===== config.mk =====
export PLATFORM = sky130hd
export DESIGN_NAME = lpe_ctrl
export DESIGN_NICKNAME = d
export VERILOG_FILES = /design/src/logic/lpe_pkg.sv /design/src/logic/lpe_ctrl.sv /design/src/logic/lpe_engine.sv
export SDC_FILE = /design/constraint.sdc
export NUM_CORES = 1
export LEC_CHECK = 0
export BUFFER_PORTS_ARGS = -buffer_cell sky130_fd_sc_hd__buf_2
export CAP_MARGIN = 15
export CORE_ASPECT_RATIO = 1.75
export CORE_MARGIN = 1.5
export CORE_UTILIZATION = 52
export CTS_CLUSTER_DIAMETER = 150
export CTS_CLUSTER_SIZE = 10
export DETAILED_ROUTE_END_ITERATION = 12
export HOLD_SLACK_MARGIN = 0.08
export PLACE_DENSITY = 0.69
export SLEW_MARGIN = 20
export SYNTH_ARGS = -nofsm -noshare
export SYNTH_HDL_FRONTEND = slang
export SYNTH_HIERARCHICAL = 1
export SYNTH_SLANG_ARGS = --single-unit

===== constraint.sdc =====
create_clock -name i_clk -period 7 [get_ports i_clk]
set_clock_uncertainty 0.1 [all_clocks]
set_input_delay 1.4 -clock i_clk [delete_from_list [all_inputs] [get_ports i_clk]]
set_output_delay 1.4 -clock i_clk [all_outputs]
set_load 0.005 [all_outputs]

===== src/logic/lpe_pkg.sv =====
// Shared constants for the LED program engine control block
package lpe_pkg;
    // ****************************************************************
    // Register offsets
    // ****************************************************************
    localparam logic [7:0] ADDR_ENABLE = 8'h00;
    localparam logic [7:0] ADDR_MODE = 8'h01;
    localparam logic [7:0] ADDR_PC1 = 8'h37;
    localparam logic [7:0] ADDR_PC2 = 8'h38;
    localparam logic [7:0] ADDR_PC3 = 8'h39;
    localparam logic [7:0] ADDR_MEM_LO = 8'h50;
    localparam logic [7:0] ADDR_MEM_HI = 8'h6f;
    localparam logic [7:0] ADDR_MAP1_HI = 8'h70;
    localparam logic [7:0] ADDR_MAP1_LO = 8'h71;
    localparam logic [7:0] ADDR_MAP2_HI = 8'h72;
    localparam logic [7:0] ADDR_MAP2_LO = 8'h73;
    localparam logic [7:0] ADDR_MAP3_HI = 8'h74;
    localparam logic [7:0] ADDR_MAP3_LO = 8'h75;
    localparam logic [7:0] ADDR_GAIN = 8'h76;

    // ****************************************************************
    // Field layout
    // ****************************************************************
    localparam int CHIP_EN_BIT = 6;
    localparam int FIELD_W = 2;
    localparam int ENG_FIELD_LSB1 = 4;
    localparam int ENG_FIELD_LSB2 = 2;
    localparam int ENG_FIELD_LSB3 = 0;
    localparam int PC_W = 7;
    localparam int MAP_W = 9;
    localparam logic [7:0] RST_BYTE = 8'h00;
    localparam logic [PC_W-1:0] PC_ZERO = 7'h00;
    localparam logic [PC_W-1:0] PC_ONE = 7'h01;
    localparam logic [PC_W-1:0] PC_LIMIT = 7'h5f;

    // ****************************************************************
    // Codes
    // ****************************************************************
    typedef enum logic [1:0] {EXEC_HOLD = 2'h0, EXEC_STEP = 2'h1, EXEC_FREE = 2'h2,
        EXEC_ONCE = 2'h3} lpe_exec_t;
    typedef enum logic [1:0] {MODE_DIS = 2'h0, MODE_LOAD = 2'h1, MODE_RUN = 2'h2,
        MODE_HALT = 2'h3} lpe_mode_t;

    // ****************************************************************
    // Timing
    // ****************************************************************
    localparam int CLK_MHZ = 100;
    localparam int LOAD_INIT_US = 1000;
    localparam int LOAD_INIT_CYC = LOAD_INIT_US * CLK_MHZ;
    localparam int STARTUP_CYC = 16;
    localparam int INSTR_DIV = 3058;
endpackage


===== src/logic/lpe_ctrl.sv =====
// Register bank and sequencing for three LED program engines
`timescale 1ns/100ps
// Overview of operation
// - Chip enable set runs a start-up sequence, then normal operation.
// - Chip enable clear is standby; exec bits and counters refuse writes.
// - Hold lets the current instruction finish, counter accessible only in hold.
// - Step runs one instruction, bumps counter, returns field to hold.
// - Free run executes continuously from the current counter.
// - Execute once runs one instruction, counter kept, field back to hold.
// - Enable register holds three two-bit exec fields at 5:4, 3:2, 1:0.
// - Each engine counter is its own register at 37h, 38h, 39h.
// - Program memory writes pass only in load mode with busy clear.
// - Any engine loading holds all engines and freezes PWM.
// - Entering load mode clears that engine's counter.
// - Load mode is entered from disabled only, never from run.
// - Counter wraps to zero past its upper limit.
// - Halt aborts the instruction immediately and stops the engine.
// - Mode register fields at 5:4, 3:2 and 1:0, codes disabled/load/run/halt.
// - Run mode executes as the exec field selects.
// - Read-only output maps per engine, reset to zero.
// - Each engine can be disabled on its own.
// - Engine 1 output nine map bit is bit 0 of register 70h.
module lpe_ctrl
    import lpe_pkg::*;
#(
    parameter int INIT_CYC = LOAD_INIT_CYC,
    parameter int TICK_DIV = INSTR_DIV,
    parameter int START_CYC = STARTUP_CYC
)
(
    input wire logic i_clk,
    input wire logic i_arst_n,
    input wire logic i_reg_wr,
    input wire logic i_reg_rd,
    input wire logic [7:0] i_reg_addr,
    input wire logic [7:0] i_reg_wdata,
    input wire logic [MAP_W-1:0] i_eng1_map,
    input wire logic [MAP_W-1:0] i_eng2_map,
    input wire logic [MAP_W-1:0] i_eng3_map,
    output logic [7:0] o_reg_rdata,
    output logic o_reg_rvalid,
    output logic o_prog_mem_wr,
    output logic o_normal_mode,
    output logic o_pwm_freeze,
    output logic [2:0] o_engine_busy,
    output logic [2:0] o_engine_running,
    output logic [PC_W-1:0] o_pc1,
    output logic [PC_W-1:0] o_pc2,
    output logic [PC_W-1:0] o_pc3,
    output logic [7:0] o_pump_gain_ctrl
);
    // ****************************************************************
    // Field helpers
    // ****************************************************************
    function automatic int field_lsb(input int eng);
        field_lsb = (eng == 0) ? ENG_FIELD_LSB1 : (eng == 1) ? ENG_FIELD_LSB2 : ENG_FIELD_LSB3;
    endfunction

    function automatic logic [7:0] pad_pc(input logic [PC_W-1:0] pc);
        pad_pc = {1'b0, pc};
    endfunction

    // Register state and engine hand-offs
    logic chip_en_r;
    logic [5:0] exec_r;
    logic [5:0] exec_nxt;
    logic [5:0] mode_r;
    logic [5:0] mode_nxt;
    logic [7:0] gain_r;
    logic [MAP_W-1:0] map1_r;
    logic [MAP_W-1:0] map2_r;
    logic [MAP_W-1:0] map3_r;
    logic [15:0] start_cnt_r;
    logic normal_r;
    logic [31:0] div_cnt_r;
    logic tick_r;
    logic [7:0] rdata_r;
    logic rvalid_r;
    logic prog_wr_r;
    logic [2:0] exec_clr;
    logic [2:0] running;
    logic [2:0] busy;
    logic [PC_W-1:0] pc [3];
    logic [2:0] pc_wr;
    logic [2:0] in_load;
    logic [2:0] in_hold;

    // ****************************************************************
    // Address decode
    // ****************************************************************
    wire wr_en = i_reg_wr && (i_reg_addr == ADDR_ENABLE);
    wire wr_mode = i_reg_wr && (i_reg_addr == ADDR_MODE);
    wire wr_gain = i_reg_wr && (i_reg_addr == ADDR_GAIN);
    wire wr_mem = i_reg_wr && (i_reg_addr >= ADDR_MEM_LO) && (i_reg_addr <= ADDR_MEM_HI);
    wire any_load = |in_load;
    wire engines_active = normal_r && !any_load;
    wire mem_ok = any_load && !(|busy);

    // Per-engine field handling
    genvar g;
    generate
        for (g = 0; g < 3; g++)
        begin : g_eng
            localparam int LSB = field_lsb(g);
            wire [1:0] cur_mode = mode_r[LSB +: FIELD_W];
            wire [1:0] new_mode = i_reg_wdata[LSB +: FIELD_W];
            wire [1:0] cur_exec = exec_r[LSB +: FIELD_W];
            wire load_bad = (new_mode == MODE_LOAD) && (cur_mode != MODE_DIS)
                && (cur_mode != MODE_LOAD);
            assign in_load[g] = (cur_mode == MODE_LOAD);
            assign in_hold[g] = (cur_exec == EXEC_HOLD);
            assign pc_wr[g] = i_reg_wr && (i_reg_addr == ADDR_PC1 + 8'(g)) && chip_en_r
                && in_hold[g] && !running[g];

            // Software write takes priority over a completion clear
            always_comb
            begin
                exec_nxt[LSB +: FIELD_W] = cur_exec;
                mode_nxt[LSB +: FIELD_W] = cur_mode;
                if (wr_en && chip_en_r)
                begin
                    exec_nxt[LSB +: FIELD_W] = i_reg_wdata[LSB +: FIELD_W];
                end
                else if (exec_clr[g])
                begin
                    exec_nxt[LSB +: FIELD_W] = EXEC_HOLD;
                end
                if (wr_mode && !load_bad)
                begin
                    mode_nxt[LSB +: FIELD_W] = new_mode;
                end
            end

            lpe_engine #(
                .INIT_CYC(INIT_CYC)
            ) u_engine (
                .i_clk(i_clk),
                .i_arst_n(i_arst_n),
                .i_mode(cur_mode),
                .i_exec(cur_exec),
                .i_active(engines_active),
                .i_tick(tick_r),
                .i_pc_wr(pc_wr[g]),
                .i_pc_wdata(i_reg_wdata[PC_W-1:0]),
                .o_pc(pc[g]),
                .o_exec_clr(exec_clr[g]),
                .o_running(running[g]),
                .o_busy(busy[g])
            );
        end
    endgenerate

    // ****************************************************************
    // Control registers
    // ****************************************************************
    always_ff @(posedge i_clk or negedge i_arst_n)
    begin
        if (!i_arst_n)
        begin
            chip_en_r <= 1'b0;
            exec_r <= RST_BYTE[5:0];
            mode_r <= RST_BYTE[5:0];
            gain_r <= RST_BYTE;
        end
        else
        begin
            if (wr_en)
            begin
                chip_en_r <= i_reg_wdata[CHIP_EN_BIT];
            end
            exec_r <= exec_nxt;
            mode_r <= mode_nxt;
            if (wr_gain)
            begin
                gain_r <= i_reg_wdata;
            end
        end
    end

    // Start-up sequence; dropping enable returns to standby at once
    always_ff @(posedge i_clk or negedge i_arst_n)
    begin
        if (!i_arst_n)
        begin
            start_cnt_r <= 16'h0;
            normal_r <= 1'b0;
        end
        else if (!chip_en_r)
        begin
            start_cnt_r <= 16'h0;
            normal_r <= 1'b0;
        end
        else if (start_cnt_r != 16'(START_CYC))
        begin
            start_cnt_r <= start_cnt_r + 16'h1;
        end
        else
        begin
            normal_r <= 1'b1;
        end
    end

    // Instruction rate divider; one instruction takes one tick
    always_ff @(posedge i_clk or negedge i_arst_n)
    begin
        if (!i_arst_n)
        begin
            div_cnt_r <= 32'h0;
            tick_r <= 1'b0;
        end
        else if (div_cnt_r == 32'(TICK_DIV - 1))
        begin
            div_cnt_r <= 32'h0;
            tick_r <= 1'b1;
        end
        else
        begin
            div_cnt_r <= div_cnt_r + 32'h1;
            tick_r <= 1'b0;
        end
    end

    // Output maps mirrored from the execution unit, cleared by reset
    always_ff @(posedge i_clk or negedge i_arst_n)
    begin
        if (!i_arst_n)
        begin
            map1_r <= MAP_W'(RST_BYTE);
            map2_r <= MAP_W'(RST_BYTE);
            map3_r <= MAP_W'(RST_BYTE);
        end
        else
        begin
            map1_r <= i_eng1_map;
            map2_r <= i_eng2_map;
            map3_r <= i_eng3_map;
        end
    end

    // ****************************************************************
    // Read path
    // ****************************************************************
    // Unmapped and write-only addresses read as zero
    logic [7:0] rd_mux;
    always_comb
    begin
        rd_mux = RST_BYTE;
        unique case (i_reg_addr)
            ADDR_ENABLE: rd_mux = {1'b0, chip_en_r, exec_r};
            ADDR_MODE: rd_mux = {2'b00, mode_r};
            ADDR_PC1: rd_mux = in_hold[0] ? pad_pc(pc[0]) : RST_BYTE;
            ADDR_PC2: rd_mux = in_hold[1] ? pad_pc(pc[1]) : RST_BYTE;
            ADDR_PC3: rd_mux = in_hold[2] ? pad_pc(pc[2]) : RST_BYTE;
            ADDR_MAP1_HI: rd_mux = {7'h00, map1_r[MAP_W-1]};
            ADDR_MAP1_LO: rd_mux = map1_r[7:0];
            ADDR_MAP2_HI: rd_mux = {7'h00, map2_r[MAP_W-1]};
            ADDR_MAP2_LO: rd_mux = map2_r[7:0];
            ADDR_MAP3_HI: rd_mux = {7'h00, map3_r[MAP_W-1]};
            ADDR_MAP3_LO: rd_mux = map3_r[7:0];
            ADDR_GAIN: rd_mux = gain_r;
            default: rd_mux = RST_BYTE;
        endcase
    end

    // Read data and memory write strobe are registered
    always_ff @(posedge i_clk or negedge i_arst_n)
    begin
        if (!i_arst_n)
        begin
            rdata_r <= RST_BYTE;
            rvalid_r <= 1'b0;
            prog_wr_r <= 1'b0;
        end
        else
        begin
            rvalid_r <= i_reg_rd;
            if (i_reg_rd)
            begin
                rdata_r <= rd_mux;
            end
            prog_wr_r <= wr_mem && mem_ok;
        end
    end

    // ****************************************************************
    // Outputs
    // ****************************************************************
    // Straight from flops or decode; nothing here adds a cycle
    assign o_reg_rdata = rdata_r;
    assign o_reg_rvalid = rvalid_r;
    assign o_prog_mem_wr = prog_wr_r;
    assign o_normal_mode = normal_r;
    assign o_pwm_freeze = any_load;
    assign o_engine_busy = busy;
    assign o_engine_running = running;
    assign o_pc1 = pc[0];
    assign o_pc2 = pc[1];
    assign o_pc3 = pc[2];
    assign o_pump_gain_ctrl = gain_r;
endmodule // lpe_ctrl


===== src/logic/lpe_engine.sv =====
// One program execution engine: sequencing, program counter and load init
`timescale 1ns/100ps
module lpe_engine
    import lpe_pkg::*;
#(
    parameter int INIT_CYC = LOAD_INIT_CYC
)
(
    input wire logic i_clk,
    input wire logic i_arst_n,
    input wire logic [1:0] i_mode,
    input wire logic [1:0] i_exec,
    input wire logic i_active,
    input wire logic i_tick,
    input wire logic i_pc_wr,
    input wire logic [PC_W-1:0] i_pc_wdata,
    output logic [PC_W-1:0] o_pc,
    output logic o_exec_clr,
    output logic o_running,
    output logic o_busy
);
    typedef enum logic {ENG_IDLE, ENG_EXEC} lpe_eng_t;

    lpe_eng_t state_r;
    lpe_eng_t state_nxt;
    logic [PC_W-1:0] pc_r;
    logic [PC_W-1:0] pc_nxt;
    logic [1:0] mode_prev_r;
    logic [31:0] init_cnt_r;
    logic [1:0] code_r;

    // ****************************************************************
    // Decode
    // ****************************************************************
    wire load_enter = (i_mode == MODE_LOAD) && (mode_prev_r != MODE_LOAD);
    wire run_ok = (i_mode == MODE_RUN) && i_active;
    wire abort = (i_mode != MODE_RUN);
    wire start = (state_r == ENG_IDLE) && run_ok && (i_exec != EXEC_HOLD);
    wire done = (state_r == ENG_EXEC) && run_ok && i_tick;
    wire [PC_W-1:0] pc_inc = (pc_r == PC_LIMIT) ? PC_ZERO : pc_r + PC_ONE;
    wire advance = (code_r == EXEC_STEP) || (code_r == EXEC_FREE);

    // Next state: halt or disable drops the instruction at once
    always_comb
    begin
        state_nxt = state_r;
        pc_nxt = pc_r;
        o_exec_clr = 1'b0;
        if (abort)
        begin
            state_nxt = ENG_IDLE;
        end
        else if (start)
        begin
            state_nxt = ENG_EXEC;
        end
        else if (done)
        begin
            state_nxt = ENG_IDLE;
            if (advance)
            begin
                pc_nxt = pc_inc;
            end
            o_exec_clr = (code_r == EXEC_STEP) || (code_r == EXEC_ONCE);
        end
        if (load_enter)
        begin
            pc_nxt = PC_ZERO;
        end
        else if (i_pc_wr)
        begin
            pc_nxt = i_pc_wdata;
        end
    end

    // State, counter and captured exec code
    always_ff @(posedge i_clk or negedge i_arst_n)
    begin
        if (!i_arst_n)
        begin
            state_r <= ENG_IDLE;
            pc_r <= PC_ZERO;
            mode_prev_r <= MODE_DIS;
            code_r <= EXEC_HOLD;
        end
        else
        begin
            state_r <= state_nxt;
            pc_r <= pc_nxt;
            mode_prev_r <= i_mode;
            if (start)
            begin
                code_r <= i_exec;
            end
        end
    end

    // Load-mode initialisation time, memory refused meanwhile
    always_ff @(posedge i_clk or negedge i_arst_n)
    begin
        if (!i_arst_n)
        begin
            init_cnt_r <= 32'h0;
        end
        else if (load_enter)
        begin
            init_cnt_r <= 32'(INIT_CYC);
        end
        else if (i_mode != MODE_LOAD)
        begin
            init_cnt_r <= 32'h0; // Leaving load early must not leave busy standing
        end
        else if (init_cnt_r != 32'h0)
        begin
            init_cnt_r <= init_cnt_r - 32'h1;
        end
    end

    assign o_pc = pc_r;
    assign o_running = (state_r == ENG_EXEC);
    assign o_busy = (init_cnt_r != 32'h0);
endmodule // lpe_engine


# [Yosys cells after proc, flatten, opt, wreduce, memory -nomap -nowiden]
# Index checks and enable logic that the tools add are counted.
[word_totals] elab_cells=256 in_bits=47 out_inout_bits=47 reg_bits=240
[classes] n_mux=64 eq_ne=51 magnitude_cmp=2 n_bitwise=3 n_addsub=8 reduce_logical=95
[ops] cell="32-bit two-way mux" n=10
[ops] cell="7-bit two-way mux" n=24
[ops] cell="8-bit one-hot mux with 12 select lines" n=1
[ops] cell="32-bit nonzero test" n=3
[ops] cell="32-bit by 1-bit subtractor with 32-bit output, second input constant" n=3
[ops] cell="8-bit by 7-bit equality test with 1-bit output, second input constant" n=7
[ops] cell="1-bit logical AND" n=48
[ops] cell="3-bit nonzero test" n=12
[ops] cell="32-bit by 1-bit adder with 32-bit output, second input constant" n=1
[ops] cell="32-bit by 12-bit equality test with 1-bit output, second input constant" n=1
[ops] cell="16-bit two-way mux" n=2
[ops] cell="8-bit by 6-bit equality test with 1-bit output, second input constant" n=3
[ops] cell="7-bit by 1-bit adder with 7-bit output, second input constant" n=3
[ops] cell="7-bit equality test, second input constant" n=3
[ops] cell="1-bit two-way mux" n=21
[ops] cell="2-bit by 1-bit equality test with 1-bit output, second input constant" n=9
[ops] cell="2-bit equality test, second input constant" n=9
[ops] cell="3-bit by 1-bit != test with 1-bit output, second input constant" n=6
[ops] cell="2-bit nonzero test" n=9
[ops] cell="16-bit by 1-bit adder with 16-bit output, second input constant" n=1
[ops] cell="16-bit by 5-bit != test with 1-bit output, second input constant" n=1
[ops] cell="2-bit by 1-bit != test with 1-bit output, second input constant" n=7
[ops] cell="2-bit two-way mux" n=6
[ops] cell="4-bit AND reduction" n=3
[ops] cell="10 further kinds" n=30

# [Depth between registers and ports, before layout]
[depth] word_depth=12 ltp_mapped=9 ltp_nobuf=9

# [Modules after synthesis]
# Netlist, hierarchy kept.
[modules_own_cells] module="lpe_ctrl" cells_each=470 seq_area_each_um2=2702.6 n_inst=1 area_each_um2=5136.2
[modules_own_cells] module="lpe_engine at g_eng[0].u_engine ..." cells_each=279 seq_area_each_um2=1101.1 n_inst=2 area_each_um2=2518.7
[modules_own_cells] module="lpe_engine at g_eng[2].u_engine" cells_each=264 seq_area_each_um2=1101.1 n_inst=1 area_each_um2=2422.3

# [Worst setup path before layout]
# OpenSTA, ideal clock, no wires.
[synth_timing] kind="reg2out" startpoint="reg g_eng[2].u_engine.init_cnt_r[22]" endpoint="out o_engine_busy[2]" path_buffers=2 stages_incl_launch_ff=7 setup_slack_ns=3.429 required_ns=5.500 arrival_time_ns=2.071 path_cell_list="dfrtp_1 > or4_4 > or4_4 > buf_6 > nor3_1 > buf_2 > inv_2"
[synth_via] elab_chain_len=1
[synth_lines] element="start: declaration" line_no="lpe_engine.sv:29" text="logic [31:0] init_cnt_r;"
[synth_lines] element="start signal: assignment" line_no="lpe_engine.sv:107" text="init_cnt_r <= 32'(INIT_CYC);"
[synth_lines] element="start signal: assignment" line_no="lpe_engine.sv:115" text="init_cnt_r <= init_cnt_r - 32'h1;"
[synth_lines] element="32-bit nonzero test" line_no="lpe_engine.sv:121" text="assign o_busy = (init_cnt_r != 32'h0);"
[synth_lines] element="end: declaration" line_no="lpe_ctrl.sv:45" text="output logic [2:0] o_engine_busy,"
# No other way between the ends.

# [Worst setup path after layout]
[layout_timing] startpoint="reg g_eng[2].u_engine.init_cnt_r[4]" endpoint="out o_engine_busy[2]"
# The elaborated chain is that of the path after synthesis.

==> metrics.txt <==
status completed; RSZ-0062 raised after global routing false; XOR/XNOR share of the synthesized area 5.84%; Avg WL per Cell 18.4 um; Crit path top cell by count or4_1; setup slack, reg-to-reg 3.64 ns; Final ANT Viol Nets 0; Inst Count DP 1,652; DRC 0; final period utilization 64.0%; switching share of power 28.6%; first-pass GRT wire length 51,700 um; CTS Root Cell clkbuf_16; M3 GR Usage 2.43%; grt met1 use 30.2%; CP Data Arrival Time 2.98 ns; mux cell area share after synthesis 2.98%; initial antenna violation count 0; Clk Latency, worst-skew pair about 0.54 ns; post-synth design cell area ~0.013 mm2; max-slew violations 0; via count 10,215; drt pass-1 iters 5; Internal 0.00231 W; layout cell share with drive strength beyond 1 13.8%; minimum clock period 4.48 ns; CP endpoint kind output port; met2 Use GR 44.8%; GPL Wtd Cong 0.934; CTS buffer count 27; nets 1,436; Async S/R FF share, synth 100%; LEAKAGE 6.41 nW; CTS resizes 0; Std-Cell Rows 75; post-synth top area share 47.7%; CTS tree done; simple-gate share of the synthesized area 25.3%; Clk pwr share 36.7%; leading area contributor after synthesis dfrtp_1; gr ovfl total 0; Rel. slew slack 31.4%; Initial Util 52.6%; setup violators final 0; Clock transition at path regs 0.06 ns; Syn Area/Cell between 9 and 10 um2; min-delay src div_cnt_r[14]; boundary pin count 94; Max Clock Freq 223 MHz; CP startpoint g_eng[2].u_engine/init_cnt_r[4]; CP Data Required Time 5.50 ns; worst slack, placed roughly 3 ns; largest net degree at the start of global routing 127; PnR worst setup slack 2.52 ns; Worst Setup Start Kind flop; Syn-to-layout area delta 10.7%; Final HPWL DP between 20,000 and 25,000 um; Num Clock Sinks 240; Synth Area in Compound Gates 13.8%; PD cells between 200 and 250 mW/mm2; slowest CP cell or4_1; GRT Max-Usage Layer met2; Die H approximately 210 um; worst-path cell chain or4_1, or4_1, nor3_1, inv_2, buf_2; number of flops mapped to enable cells by yosys 0; Ys Warns 6; Post-CTS Hold Fix Bufs 0; ant diodes 0; Hold WC Path Type reg -> reg; power share of the combinational group 18.7%; post-synthesis adder-cell area fraction under 10%; placed inst area 0.0133 mm2; H-tree depth 1; Post-CTS Setup Bufs 0; Synth area leaders dfrtp_1 (48%), nor2_1 (4.0%), a21oi_1 (3.3%), xnor2_1 (3.1%), nand2_1 (2.9%); iteration-0 DRC count of the detailed router 593; most frequent cells in the layout dfrtp_1 (240), nor2_1 (135), nand2_1 (98), buf_2 (92), a21oi_1 (82); Finished Layout Cells 1,679; synth unique cells 85; register area share after synthesis 47.7%; final instance area approximately 0.014 mm2; final hold vios 0; crit-path max FO 14; clk buf depth 3; Die W ~120 um; vias in the first global route 10,426; GRT Total Usage between 20 and 30%; FF+latch count, synth 240; reg-to-reg startpoint g_eng[2].u_engine/init_cnt_r[4]; crit-path max cell delay 0.75 ns; commonest non-fill, non-tap cell in the layout dfrtp_1; max-cap violations 0; Post-Route Setup TNS 0 ns; Worst VDD drop 0.197 mV; post-synthesis cell count between 1,000 and 1,500; Flop pwr share roughly 45%; Primary FF master, synth dfrtp_1; critical path type reg -> out; Core Area ~0.024 mm2; Mapped Nets 1,355; switching power of the nets between 0.0009 and 0.001 W; via/cell ratio 6.08; routed wire length 30,800 um; PortBufs 93; Power Total 0.00324 W; Slew @ Worst Pin 1.03 ns; die area 0.0252 mm2; main combinational cell family by area after synthesis simple AND/OR/NAND/NOR gates
==> registers in the layout, summed over array words and instances (netlist names) <==
register	flops
chip_en_r	1
div_cnt_r	32
exec_r	6
g_eng.u_engine/code_r	6
g_eng.u_engine/init_cnt_r	96
g_eng.u_engine/mode_prev_r	6
g_eng.u_engine/o_pc	21
g_eng.u_engine/o_running	3
map1_r	9
map2_r	9
map3_r	9
mode_r	6
o_normal_mode	1
o_prog_mem_wr	1
o_pump_gain_ctrl	8
o_reg_rdata	8
o_reg_rvalid	1
start_cnt_r	16
tick_r	1
==> power by group through the flow <==
| stage | logic (W) | registers (W) | clock network [W] |
|---|---|---|---|
| finish | 0.000605 | 0.00144 | 0.00119 |
| global route | 0.000675 | 0.00145 | 0.00126 |
| CTS | 0.000608 | 0.00144 | 0.00122 |
| detailed placement | 0.000603 | 0.00147 | 0 |
| global placement | 0.000599 | 0.00147 | 0 |
| floorplan | 0.000444 | 0.00146 | 0 |
==> cell usage after synthesis, drive strengths merged (12+ instances only) <==
master / number
a21oi: 82
and2: 14
and3: 18
buf: 17
clkbuf: 29
dfrtp: 240
ha: 16
inv: 29
mux2: 17
mux2i: 18
nand2: 99
nand2b: 24
nand3: 47
nand3b: 12
nand4: 22
nor2: 136
nor2b: 18
nor3: 54
nor3b: 12
nor4: 22
o21ai: 59
o31ai: 18
or3: 31
or4: 24
xnor2: 44
xor2: 40
==> worst max-delay path, delay by kind of cell (launching register included) <==
kind / cells / cell delay [ns]
buffers and inverters: 2 / 0.32
DFF: 1 / 0.39
and+or+nand+nor: 3 / 1.73
==> layout make-up <==
class	instances	area [um2]
Clock buffer	27	676
Fill cell	2141	9980
Inverter	29	109
Multi-Input combinational cell	975	6240
Sequential cell	240	6010
Tap cell	308	385
Timing Repair Buffer	100	528
==> path summary, 6_finish.rpt <==
check / to / cells after the start
max reg2reg: o_prog_mem_wr / 6
min: div_cnt_r[14] / 1
min reg2reg: div_cnt_r[14] / 1
max in group asynchronous: g_eng[1].u_engine/o_pc[6] / 2
min in group asynchronous: div_cnt_r[22] / 1
max: o_engine_busy[2] / 5
==> metrics by stage <==
| step | hold slack [ns] | util, % |
|---|---|---|
| after floorplan | 0.343 | - |
| after global placement | 0.383 | 55.5 |
| after detailed placement | 0.382 | 55.5 |
| after CTS | 0.397 | 58.3 |
| after global routing | 0.422 | 58.3 |
| final | 0.403 | 58.3 |
==> cell families (layout without fill, tap and decap cells) <==
logic type               count (synthesis)  after routing
AND/OR/NAND/NOR                        575            575
AO/OA/AOI/OAI                          265            265
XOR/XNOR                                84             84
adder cells (fa/ha/maj)                 16             16
buffers and inverters                   77            156
flip-flops                             240            240
multiplexers                            35             35
==> per-layer routing <==
metal	part of all wire [%]	wire length, um
met3	4.1	1270
met1	40	12200
met2	51	15800
met5	0	0
met4	5.0	1530
Note: power is estimated with default switching activity, not from simulation.
